$ cat src/verilog/pcd_pkg.sv
// Overview of operation
// - phy address 1 or 2 picks a port; reg 0x1D diagnostics, 0x1F special.
// - writing one to diag bit 15 starts a test; hardware clears it when done.
// - host treats start bit zero as done; results valid only then.
// - bits 14-13 give outcome: normal, open, short, or test failed.
// - bit 12 set when the detected short is under ten meters away.
// - bits 8-0 give fault distance, about 0.4 m per count.
// - bit 5 shows reversed polarity (10 Mb/s only); bit 4 one means straight.
// - bit 2 zero enables power saving; resets to one, saving disabled.
// - bit 1 one loops receive pair back out the transmit pair.
// - partner ability bit 5 shows 10 half; bits 4-0 read zero.
package pcd_pkg;
  localparam logic [4:0] PHY_ADDR_PORT1 = 5'h01;
  localparam logic [4:0] PHY_ADDR_PORT2 = 5'h02;
  localparam logic [4:0] REG_LP_ABILITY = 5'h05;
  localparam logic [4:0] REG_CABLE_DIAG = 5'h1d;
  localparam logic [4:0] REG_SPECIAL = 5'h1f;
  localparam int DIAG_START_BIT = 15;
  localparam int DIAG_RESULT_HI = 14;
  localparam int DIAG_RESULT_LO = 13;
  localparam int DIAG_SHORT_BIT = 12;
  localparam int DIAG_DIST_HI = 8;
  localparam int SPC_POLARITY_BIT = 5;
  localparam int SPC_STRAIGHT_BIT = 4;
  localparam int SPC_FORCE_LINK_BIT = 3;
  localparam int SPC_PWR_SAVE_BIT = 2;
  localparam int SPC_LOOPBACK_BIT = 1;
  localparam int SPC_RESERVED_BIT = 0;
  localparam int LP_10HALF_BIT = 5;
  localparam logic [15:0] DIAG_RESET = 16'h0000;
  localparam logic [3:0] SPC_CTRL_RESET = 4'h4;
  localparam logic [1:0] RESULT_NORMAL = 2'h0;
  localparam logic [1:0] RESULT_OPEN = 2'h1;
  localparam logic [1:0] RESULT_SHORT = 2'h2;
  localparam logic [1:0] RESULT_FAILED = 2'h3;
  localparam int NUM_PORTS = 2;
endpackage

$ cat src/verilog/pcd_phy_regs.sv
module pcd_phy_regs
  import pcd_pkg::*;
(
  input wire logic clk,
  input wire logic rst_n,
  input wire logic mgmt_req,
  input wire logic mgmt_write,
  input wire logic [4:0] phy_select_address,
  input wire logic [4:0] phy_register_address,
  input wire logic [15:0] mgmt_wdata,
  output logic [15:0] mgmt_rdata,
  output logic mgmt_ack,
  output logic mgmt_addr_hit,
  input wire logic [1:0] mirror_wr_en,
  input wire logic [7:0] mirror_wr_ctrl,
  input wire logic [1:0] mirror_diag_start,
  output logic [7:0] mirror_ctrl,
  input wire logic [1:0] diag_done,
  input wire logic [3:0] diag_result,
  input wire logic [1:0] diag_near_short,
  input wire logic [17:0] diag_distance,
  input wire logic [1:0] polarity_reversed,
  input wire logic [1:0] crossover_state,
  input wire logic [1:0] lp_10half,
  output logic [1:0] diag_start,
  output logic [1:0] diag_busy,
  output logic [1:0] force_link,
  output logic [1:0] power_save_en,
  output logic [1:0] remote_loopback
);
  logic [1:0] sel;
  logic [15:0] port_rd [NUM_PORTS];
  logic [15:0] next_rdata;

  // ---------------------------------------------------------------
  // address decode
  // ---------------------------------------------------------------
  // other phy addresses belong to other blocks; stay silent for them
  always_comb begin
    sel = 2'b00;
    if (phy_select_address == PHY_ADDR_PORT1) begin
      sel = 2'b01;
    end else if (phy_select_address == PHY_ADDR_PORT2) begin
      sel = 2'b10;
    end
  end

  assign mgmt_addr_hit = |sel;

  // ---------------------------------------------------------------
  // per-port banks
  // ---------------------------------------------------------------
  genvar p;
  generate
    for (p = 0; p < NUM_PORTS; p++) begin : g_port
      pcd_port_regs u_port (
        .clk(clk),
        .rst_n(rst_n),
        .wr_en(mgmt_req && mgmt_write && sel[p]),
        .wr_reg(phy_register_address),
        .wr_data(mgmt_wdata),
        .mirror_wr_en(mirror_wr_en[p]),
        .mirror_wr_ctrl(mirror_wr_ctrl[4*p+3:4*p]),
        .mirror_diag_start(mirror_diag_start[p]),
        .diag_done(diag_done[p]),
        .diag_result(diag_result[2*p+1:2*p]),
        .diag_near_short(diag_near_short[p]),
        .diag_distance(diag_distance[9*p+8:9*p]),
        .polarity_reversed(polarity_reversed[p]),
        .crossover_state(crossover_state[p]),
        .lp_10half(lp_10half[p]),
        .rd_reg(phy_register_address),
        .rd_data(port_rd[p]),
        .diag_start(diag_start[p]),
        .diag_busy(diag_busy[p]),
        .force_link(force_link[p]),
        .power_save_en(power_save_en[p]),
        .remote_loopback(remote_loopback[p])
      );
      // switch-side view of the same control bits
      assign mirror_ctrl[4*p+3:4*p] = {force_link[p], !power_save_en[p],
          remote_loopback[p], 1'b0};
    end
  endgenerate

  // ---------------------------------------------------------------
  // read answer, one cycle after the request
  // ---------------------------------------------------------------
  always_comb begin
    next_rdata = 16'h0000;
    if (sel[0]) begin
      next_rdata = port_rd[0];
    end else if (sel[1]) begin
      next_rdata = port_rd[1];
    end
  end

  always_ff @(posedge clk or negedge rst_n) begin
    if (!rst_n) begin
      mgmt_rdata <= 16'h0000;
      mgmt_ack <= 1'b0;
    end else begin
      mgmt_ack <= mgmt_req && |sel;
      if (mgmt_req && !mgmt_write && |sel) begin
        mgmt_rdata <= next_rdata;
      end
    end
  end
endmodule

$ cat src/verilog/pcd_port_regs.sv
module pcd_port_regs
  import pcd_pkg::*;
(
  input wire logic clk,
  input wire logic rst_n,
  input wire logic wr_en,
  input wire logic [4:0] wr_reg,
  input wire logic [15:0] wr_data,
  input wire logic mirror_wr_en,
  input wire logic [3:0] mirror_wr_ctrl,
  input wire logic mirror_diag_start,
  input wire logic diag_done,
  input wire logic [1:0] diag_result,
  input wire logic diag_near_short,
  input wire logic [8:0] diag_distance,
  input wire logic polarity_reversed,
  input wire logic crossover_state,
  input wire logic lp_10half,
  input wire logic [4:0] rd_reg,
  output logic [15:0] rd_data,
  output logic diag_start,
  output logic diag_busy,
  output logic force_link,
  output logic power_save_en,
  output logic remote_loopback
);
  logic busy;
  logic [1:0] result;
  logic near_short_flag;
  logic [8:0] distance;
  logic [3:0] ctrl;

  // ---------------------------------------------------------------
  // diagnostic start and results
  // ---------------------------------------------------------------
  // a start while busy is dropped; done only ends a running test
  always_ff @(posedge clk or negedge rst_n) begin
    if (!rst_n) begin
      busy <= 1'b0;
    end else if (diag_start) begin
      busy <= 1'b1;
    end else if (busy && diag_done) begin
      busy <= 1'b0;
    end
  end

  // results latch only at completion so reads stay stable
  always_ff @(posedge clk or negedge rst_n) begin
    if (!rst_n) begin
      result <= DIAG_RESET[DIAG_RESULT_HI:DIAG_RESULT_LO];
      near_short_flag <= 1'b0;
      distance <= DIAG_RESET[DIAG_DIST_HI:0];
    end else if (busy && diag_done) begin
      result <= diag_result;
      near_short_flag <= diag_near_short
          && diag_result == RESULT_SHORT;
      distance <= diag_distance;
    end
  end

  assign diag_start = !busy && ((wr_en && wr_reg == REG_CABLE_DIAG
      && wr_data[DIAG_START_BIT]) || mirror_diag_start);
  assign diag_busy = busy;

  // ---------------------------------------------------------------
  // special control bits
  // ---------------------------------------------------------------
  always_ff @(posedge clk or negedge rst_n) begin
    if (!rst_n) begin
      ctrl <= SPC_CTRL_RESET;
    end else if (wr_en && wr_reg == REG_SPECIAL) begin
      ctrl <= wr_data[SPC_FORCE_LINK_BIT:SPC_RESERVED_BIT];
    end else if (mirror_wr_en) begin
      ctrl <= mirror_wr_ctrl;
    end
  end

  assign force_link = ctrl[SPC_FORCE_LINK_BIT];
  assign power_save_en = !ctrl[SPC_PWR_SAVE_BIT];
  assign remote_loopback = ctrl[SPC_LOOPBACK_BIT];

  // ---------------------------------------------------------------
  // read mux
  // ---------------------------------------------------------------
  always_comb begin
    rd_data = 16'h0000;
    if (rd_reg == REG_CABLE_DIAG) begin
      rd_data[DIAG_START_BIT] = busy;
      rd_data[DIAG_RESULT_HI:DIAG_RESULT_LO] = result;
      rd_data[DIAG_SHORT_BIT] = near_short_flag;
      rd_data[DIAG_DIST_HI:0] = distance;
    end else if (rd_reg == REG_SPECIAL) begin
      rd_data[SPC_POLARITY_BIT] = polarity_reversed;
      rd_data[SPC_STRAIGHT_BIT] = crossover_state;
      rd_data[SPC_FORCE_LINK_BIT:SPC_RESERVED_BIT] = ctrl;
    end else if (rd_reg == REG_LP_ABILITY) begin
      rd_data[LP_10HALF_BIT] = lp_10half;
    end
  end
endmodule

$ cat config.mk
export PLATFORM = sky130hd
export DESIGN_NAME = pcd_phy_regs
export DESIGN_NICKNAME = d
export VERILOG_FILES = /design/src/verilog/pcd_pkg.sv /design/src/verilog/pcd_phy_regs.sv /design/src/verilog/pcd_port_regs.sv
export SDC_FILE = /design/constraint.sdc
export NUM_CORES = 1
export LEC_CHECK = 0
export BUFFER_PORTS_ARGS = -buffer_cell sky130_fd_sc_hd__buf_2
export CORE_ASPECT_RATIO = 0.75
export CORE_MARGIN = 3
export CORE_UTILIZATION = 47
export CTS_CLUSTER_DIAMETER = 60
export DETAILED_ROUTE_END_ITERATION = 10
export PLACE_DENSITY = 0.82
export SLEW_MARGIN = 20
export SYNTH_ARGS = -nofsm -noshare
export SYNTH_HDL_FRONTEND = slang
export SYNTH_SLANG_ARGS = --single-unit
$ cat constraint.sdc
create_clock -name clk -period 1.7 [get_ports clk]
set_input_delay 0.085 -clock clk [delete_from_list [all_inputs] [get_ports clk]]
set_output_delay 0.085 -clock clk [all_outputs]
set_load 0.1 [all_outputs]
== Yosys cells after proc, flatten, opt, wreduce, memory -nomap -nowiden ==
Cells that the tools add are included.
Storage, ports and cells
  register bits: 51
Cells by class
  eq/ne operators: 7
  muxes and demuxes: 24
  reductions and logical operators: 30
Operators with widths (count)
  two-way mux 16 bit: 2
  two-way mux 4 bit: 6
  logical AND 1 bit: 18
  two-way mux 6 bit: 2
  == test 5 bit, second input constant: 2
  two-way mux 5 bit: 2
  two-way mux 1 bit: 8
  nonzero test 2 bit: 4
  two-way mux 3 bit: 2
  == test 5 x 1 -> 1 bit, second input constant: 1
  == test 5 x 2 -> 1 bit, second input constant: 1
  == test 5 x 3 -> 1 bit, second input constant: 1
  logical NOT 1 bit: 5
  == test 2 bit, second input constant: 2
  two-way mux 2 bit: 2
  logical OR 1 bit: 2
  OR reduction 2 bit: 1

== Depth between registers and ports, before layout ==
Gate-level depths: netlist (run 1).
  word-level depth: 9
  mapped depth: 6
  gate-level depth less buffers: 4

== By module ==
From an unflattened synthesis (run 1), not the netlist that was laid out.
Unflattened totals
  cell total of the unflattened synthesis: 224
  area total of the unflattened synthesis: 2755.1 um^2
Modules (own cells, without submodules)
  pcd_port_regs: instances 2, cells an instance 75, area each 919.6 um^2
  pcd_phy_regs: instances 1, cells an instance 74, area each 915.9 um^2

== Least setup slack after synthesis (run 1) ==
Ideal clock, no wire load.
  path kind: input port to flip-flop
  start: input phy_select_address[3]
  end: register mgmt_ack
  setup time: 73 ps
  arrival: 2023 ps
  required time: 1627 ps
  setup slack: -396 ps
  stages: 3
  path buffers: 0
  cell sequence: or3_4 -> nor2_1 -> and2_1
On the way
  word-level cells in the longest chain between the ends: 5
  elaborated cells on any way between the ends: 6
RTL lines
  from (decl): RTL line pcd_phy_regs.sv:8  | input wire logic [4:0] phy_select_address,
  == test 5 x 2 -> 1 bit: RTL line pcd_phy_regs.sv:43  | end else if (phy_select_address == PHY_ADDR_PORT2) begin
  two-way mux 2 bit: RTL line pcd_phy_regs.sv:43
  two-way mux 2 bit *: RTL line pcd_phy_regs.sv:41  | if (phy_select_address == PHY_ADDR_PORT1) begin
  OR reduction 2 bit *
  via mgmt_addr_hit: RTL line pcd_phy_regs.sv:13  | output logic mgmt_addr_hit,
  logical AND 1 bit *: RTL line pcd_phy_regs.sv:103  | mgmt_ack <= mgmt_req && |sel;
  to (signal assigned): RTL line pcd_phy_regs.sv:103
  to (decl): RTL line pcd_phy_regs.sv:12  | output logic mgmt_ack,
Mark *: on every way through the listed nets, which the timed path passes. The rest lies on a longest branch.
A chain may end at the register's enable or synchronous reset.

== Worst setup path after layout (run 1) ==
  start: input phy_select_address[3]
  end: output diag_start[1]
On the way
  word-level cells in the longest chain between the ends: 8
  elaborated cells on any way between the ends: 9
RTL lines
  == test 5 x 2 -> 1 bit: RTL line pcd_phy_regs.sv:43
  two-way mux 2 bit: RTL line pcd_phy_regs.sv:43
  two-way mux 2 bit *: RTL line pcd_phy_regs.sv:41
  logical AND 1 bit *: RTL line pcd_phy_regs.sv:59  | .wr_en(mgmt_req && mgmt_write && sel[p]),
  logical AND 1 bit *: RTL line pcd_port_regs.sv:61  | assign diag_start = !busy && ((wr_en && wr_reg == REG_CABLE_DIAG
  logical AND 1 bit *: RTL line pcd_port_regs.sv:62  | && wr_data[DIAG_START_BIT]) || mirror_diag_start);
  logical OR 1 bit *: RTL line pcd_port_regs.sv:62
  logical AND 1 bit *: RTL line pcd_port_regs.sv:61
  to (decl): RTL line pcd_phy_regs.sv:25  | output logic [1:0] diag_start,
Mark *: on every way between the ends. The rest lies on a longest branch, timed or not.

==> metrics.md, run 1 <==
| Metric | Value |
|---|---|
| Status | completed |
| Largest family of logic cells by synthesized area | multiplexers |
| Max_cap viols | 0 |
| Final min period | approximately 1.6 ns |
| Required time worst endpoint | 1.62 ns |
| Port Buf Inserts | 93 |
| Die width | around 90 µm |
| Initial antenna violation count | 0 |
| Switching pwr | around 1 mW |
| Synth Area in Compound Gates | 10.5% |
| Worst hold slack | between 0.004 and 0.005 ns |
| Mapped cell area | around 2500 µm² |
| Grt ovf | 0 |
| First-pass GRT wire length | between 10000 and 15000 µm |
| CTS clk-pin slew, worst paths | 0.09 ns |
| Peak VDD IR | 0.405 mV |
| Post-route ant nets | 0 |
| Core Region | 5010 µm² |
| DRT Wirelength | 6150 µm |
| Area Growth Syn to Fin | 26.9% |
| CP top delay family | simple AND/OR/NAND/NOR gates |
| CTS Buf Count | 5 |
| Post-DP Area | 3000 µm² |
| Clock power share | between 20% and 30% |
| Crit path DAT | 1.52 ns |
| Top FF cell, synth | dfrtp_1 |
| Synth Register Bits | 48 |
| GRT Total Usage | a little over 20% |
| Die area | 6230 µm² |
| Worst path bufs/invs | 4 |
| Total power | 3.01 mW |
| EDFF count, synth | 0 |
| CP max stage delay | 0.37 ns |
| Synth top area cells | dfrtp_1 (46%), mux2_2 (16%), buf_4 (6.3%) |
| Vias | 2093 |
| Postcts setup bufs | 0 |
| Combinational Power Share | 25.7% |
| Mux contribution to synthesized area | 17.0% |
| I/O pins | 110 |
| Pwr/cell area | 950 nW/µm² |
| # diodes | 0 |
| HP Class | primary input to register |
| Layout cells sized above 1 | 48.5% |
| Clk_skew | 0.00414 ns |
| Syn Area/Cell | ~11 µm² |
| Number of cells in the finished layout apart from fillers | 398 |
| Max-slew violations | 0 |
| Synth Instances | 236 |
| Synth area leader | dfrtp_1 |
| Via/cell ratio | 5.26 |
| Post-DP HPWL | 4870 µm |
| Clk Latency, worst-skew pair | 0.30 ns |
| WS Path Type | primary input to output port |
| Top cell type's share of synthesized area | between 40% and 50% |
| Starting DRT DRC Count | 147 |
| Most frequent cells in the layout | buf_2 (91), dfrtp_1 (46), mux2_2 (36), nand2_1 (23), a21oi_1 (14) |
| Library cells used by synthesis | 31 |
| Initial core utilization | about 50% |
| Worst Path Max Fanout | 4 |
| Xor and xnor area share after synthesis | 0.351% |
| Post-synthesis sequential area ratio | 48.2% |
| Pin count of the biggest net entering global routing | 21 |
| Pleak | 1.46 nW |
| Sequential power share | 45.1% |
| Crit path capture type | output port |
| DRC viols | 0 |
| Final worst setup slack | roughly 0.093 ns |
| Placer congestion estimate | 0.838 |
| Pint | between 2 and 2.5 mW |
| Sink Count | 48 |
| Sw frac | between 30% and 40% |
| Clock buffer depth | 2 |
| Most frequent CP cell | buf_4 |
| Vias in the first global route | 2050 |
| Final worst-path cycle share | roughly 95% |
| NumNets Final | 399 |
| Final instance area | between 3000 and 4000 µm² |
| Final setup fails | 0 |
| DP Worst Slack | -0.0150 ns |
| Slew Limit Headroom | about 64% |
| H-tree depth | 2 |
| Commonest non-fill, non-tap cell in the layout | buf_2 |
| Simple-gate portion of the synthesized area | 15.0% |
| CTS tree | yes |
| Actual slew at the worst max-slew pin | about 0.54 ns |
| WL/cell | 15.5 µm |
| Async set-or-reset flop fraction in the synthesized netlist | 100% |
| Placed Cells | 385 |
| # rows | 22 |
| Synth Warn # | 0 |
| Critical-path top delay cell | or3_4 |
| Synthesized-area fraction occupied by adder cells | 0% |
| Startpoint Class | primary input |
| DRT Pass-1 Iters | 5 |
| Final hold viol count | 0 |
| RSZ-0062 raised after global routing | false |
| CTS root buffer | clkbuf_8 |
| Worst path cell trace | buf_2, or3_4, buf_4, nor3b_2, buf_4, a21oi_1, nor2_1, buf_12 |
| Die H | 69.1 µm |
| Fmax | about 620 MHz |
==> state kept, by name, indices dropped and copies added (netlist names) <==
signal and flops:
g_port.u_port.diag_busy 2, g_port.u_port.ctrl 8, g_port.u_port.near_short_flag 2, g_port.u_port.result 4, g_port.u_port.distance 18, mgmt_ack 1
mgmt_rdata 13
==> per-stage QoR <==
step,TNS [ns],utilization (%)
3_3_place_gp,0,59.8
3_5_place_dp,-0.0593,59.8
5_1_grt,0,63.3
6_report,0,63.3
2_1_floorplan,0,-
4_1_cts,0,63.3
==> Yosys cell counts (3+ instances only) <==
library cell,n
mux2_2,36
a21oi_1,14
nand3b_1,11
clkbuf_1,6
dfrtp_1,46
buf_4,21
nor2_1,4
o21ai_0,7
buf_2,3
o21ai_1,7
nand2_1,23
nor3_1,3
nand3_1,13
a22oi_1,12
inv_1,4
==> cell families (layout without fill, tap and decap cells) <==
group           Yosys count  after routing
compound gates           44             44
xor+xnor                  1              1
buf+inv                  36            122
flops                    48             48
mux                      38             38
other cells               1              5
simple gates             68             68
==> repair_timing <==
item / CTS / global route
gates resized for setup: 0 / 0
hold buffers: 5 / 0
endpoints found under the hold margin: 21 / 0
==> final timing paths <==
check                                                  startpoint  depth (start not counted)  slack, ns                                       end
max reg2reg                g_port[0].u_port.diag_busy$_DFFE_PN0P_                          2       0.29  g_port[0].u_port.distance[3]$_DFFE_PN0P_
max in group asynchronous                                   rst_n                          3       0.79      g_port[1].u_port.ctrl[2]$_DFFE_PN1P_
max                                         phy_select_address[3]                          8       0.09                             diag_start[1]
min reg2reg                             mgmt_rdata[3]$_DFFE_PN0P_                          2       0.49                 mgmt_rdata[3]$_DFFE_PN0P_
min in group asynchronous                                   rst_n                          2       0.25    g_port[1].u_port.diag_busy$_DFFE_PN0P_
min                                             diag_distance[15]                          2      0.005  g_port[1].u_port.distance[6]$_DFFE_PN0P_
==> power by group through the flow <==
stage,Sequential [mW],Clock [mW],Combinational [mW]
floorplan,1.36,0,0.614
global placement,1.37,0,0.752
detailed placement,1.38,0,0.770
CTS,1.36,0.887,0.779
global route,1.38,0.939,0.828
finish,1.36,0.877,0.775
==> routing by layer <==
metal / wire length (µm) / GRT usage (%) / part of all wire, % / up-vias
li1: - / - / - / 993
met1: 2630 / 28.7 / 43 / 1011
met2: 2920 / 32.4 / 47 / 80
met3: 509 / 4.69 / 8.3 / 9
met4: 87 / 6.79 / 1.4 / 0
met5: 0 / 0 / 0 / -
==> final cells by class <==
type | instances | area (µm²)
clock inverters | 2 | 38.8
inverters | 4 | 15.0
flip-flops and latches | 48 | 1200
repair buffers | 110 | 636
clock buffers | 6 | 82.6
well taps | 72 | 90.1
multi-input cells | 156 | 1100
fillers | 423 | 1840
Power figures use the tool's default switching activity.
==> run 2, diff against run 1 <==
--- a/config.mk
+++ b/config.mk
@@ -11,6 +11,7 @@
 export CORE_UTILIZATION = 47
 export CTS_CLUSTER_DIAMETER = 60
 export DETAILED_ROUTE_END_ITERATION = 10
+export HOLD_SLACK_MARGIN = 0.15
 export PLACE_DENSITY = 0.82
 export SLEW_MARGIN = 20
 export SYNTH_ARGS = -nofsm -noshare
==> metrics.md, run 2 (synthesis results as in run 1) <==
| Metric | Value |
|---|---|
| Final worst-path cycle share | 94.4% (-0.13 points) |
| RSZ-0062 raised after global routing | false |
| Vias in the first global route | 2275 (+11%) |
| Via/cell ratio | 5.30 (+0.86%) |
| Final hold viol count | 0 (unchanged) |
| DP Worst Slack | -0.0150 ns (unchanged) |
| DRT Wirelength | 6830 µm (+11%) |
| Initial antenna violation count | 0 (unchanged) |
| Worst Path Max Fanout | 4 (unchanged) |
| Vias | 2302 (+10%) |
| DR top layer | met4 |
| Met2 wire len | 3270 µm (+12%) |
| Peak VDD IR | 0.416 mV (+2.6%) |
| Hold_buf cts | 41 (+36) |
| Die area | 6230 µm² (unchanged) |
| Flop2flop setup slack | 0.27 ns (-0.02 ns) |
| Clk Latency, worst-skew pair | 0.30 ns (about the same) |
| Clk_skew | 0.00444 ns (+0.000293 ns) |
| Required time worst endpoint | 1.62 ns (about the same) |
| Post-DP Area | 3000 µm² (unchanged) |
| Max_cap viols | 0 (unchanged) |
| Pleak | 1.61 nW (+10%) |
| NumNets Final | 435 (+9.0%) |
| CTS root buffer | clkbuf_8 |
| I/O pins | 110 (unchanged) |
| Max-slew violations | 0 (unchanged) |
| Die width | 90.2 µm (unchanged) |
| Met3 WL post-DR | 495 µm (-2.8%) |
| Final core occ | 70.5% (+7.2 points) |
| Final worst setup slack | 0.0954 ns (+0.00218 ns) |
| Post-Route M1 WL | 2910 µm (+11%) |
| Commonest non-fill, non-tap cell in the layout | buf_2 |
| Pin count of the biggest net entering global routing | 21 (unchanged) |
| Reg2reg end | g_port[0].u_port.distance[3]$_DFFE_PN0P_ |
| Postcts setup bufs | 0 (unchanged) |
| Pwr/cell area | 873 nW/µm² (-8.1%) |
| Die H | 69.1 µm (unchanged) |
| Final min period | 1.60 ns (-0.00218 ns) |
| DRT Pass-1 Iters | 5 (unchanged) |
| DRC viols | 0 (unchanged) |
| Worst R2R Path Depth | 2 (unchanged) |
| Starting DRT DRC Count | 219 (+49%) |
| Sink Count | 48 (unchanged) |
| WS Path Type | primary input to output port |
| Most frequent cells in the layout | buf_2 (91), dfrtp_1 (46), dlygate4sd3_1 (41), mux2_2 (36), nand2_1 (23) |
| HP Start | mirror_wr_ctrl[3] |
| Layout cells sized above 1 | 43.6% (-4.8 points) |
| Max FFs per register | 18 (unchanged) |
| Core Region | 5010 µm² (unchanged) |
| Grt ovf | 0 (unchanged) |
| WL/cell | 15.7 µm (+1.8%) |
| Initial core utilization | 49.9% (unchanged) |
| CTS tree | yes |
| H-tree depth | 2 (unchanged) |
| Post-route ant nets | 0 (unchanged) |
| Final setup TNS | 0 ns (unchanged) |
| CTS Buf Count | 5 (unchanged) |
| Post-DP HPWL | 4870 µm (unchanged) |
| Cts repair resizes | 0 (unchanged) |
| Startpoint Class | primary input |
| Hold path endpoint | g_port[0].u_port.ctrl[3]$_DFFE_PN0P_ |
| Fill cells | 367 (-13%) |
| Total power | 3.08 mW (+2.3%) |
| Slew Limit Headroom | 62.6% (-1.3 points) |
| Area Growth Syn to Fin | 41.3% |
| Clock buffer depth | 2 (unchanged) |
| # diodes | 0 (unchanged) |
| Crit path DAT | 1.52 ns (about the same) |
| Placer congestion estimate | 0.838 (unchanged) |
| Final setup fails | 0 (unchanged) |
| Fmax | 623 MHz (+0.14%) |
| Hold Path Depth | 3 (+1) |
| Largest registers | g_port.u_port.distance: 18 flops, mgmt_rdata: 13 flops, g_port.u_port.ctrl: 8 flops |
| GRT Total Usage | 22.7% (+2.0 points) |
| Largest Register | g_port.u_port.distance |
| Status | completed |
| RR Startpoint | g_port[0].u_port.diag_busy$_DFFE_PN0P_ |
| HP Class | primary input to register |
| Port Buf Inserts | 93 (unchanged) |
| Final instance area | 3530 µm² (+11%) |
| First-pass GRT wire length | 11300 µm (+10%) |
| CTS clk-pin slew, worst paths | 0.09 ns (about the same) |
| Actual slew at the worst max-slew pin | 0.560 ns (+0.0189 ns) |
| # rows | 22 (unchanged) |
| Crit path capture type | output port |
run 2: changes by cell type in the layout (fill, tap and decap cells not counted):
cell and delta:
dlygate4sd3_1 +36
run 2: layer usage:
metal / vias to the layer above / global-route usage (%)
met1: 1095 / 30.6
met3: 14 / 4.69
met4: 0 / 8.66
met5: - / 0
li1: 1068 / -
met2: 125 / 36.4
run 2: power breakdown:
part | total (mW) | switching [mW] | internal, mW | leakage [nW]
Combinational | 0.849 | 0.535 | 0.314 | 0.958
Clock | 0.870 | 0.388 | 0.481 | 0.0614
Sequential | 1.36 | 0.0874 | 1.27 | 0.595
run 2: worst max-delay path by stage:
stage | from | endpoint | depth (start not counted)
2_1_floorplan | phy_select_address[3] | mgmt_rdata[15]$_DFFE_PN0P_ | 5
3_3_place_gp | phy_select_address[3] | g_port[1].u_port.ctrl[1]$_DFFE_PN0P_ | 6
3_5_place_dp | phy_select_address[3] | mgmt_rdata[12]$_DFFE_PN0P_ | 5
4_1_cts | phy_select_address[3] | diag_start[1] | 8
5_1_grt | phy_select_address[3] | diag_start[0] | 7
6_report | phy_select_address[3] | diag_start[1] | 8
run 2: layout make-up:
class / count / area [µm²] / area share [%]
tap: 72 / 90.1 / 2.55
clock inverter: 2 / 38.8 / 1.10
inverter: 4 / 15.0 / 0.425
sequential: 48 / 1200 / 34.1
timing repair buffer: 146 / 996 / 28.2
multi-input combinational: 156 / 1100 / 31.3
clock buffer: 6 / 82.6 / 2.34
run 2: worst max-delay path: stages:
cell     delay (ns)
buf_2          0.10
or3_4          0.38
buf_4          0.16
nor3b_2        0.19
buf_4          0.14
a21oi_1        0.08
nor2_1         0.19
buf_12         0.20
run 2: through the flow:
step | cells | hold WS, ns
global route | 434 | 0.174
detailed placement | 385 | 0.0552
global placement | 385 | 0.0429
CTS | 434 | 0.151
finish | 434 | 0.161
floorplan | 240 | -0.211
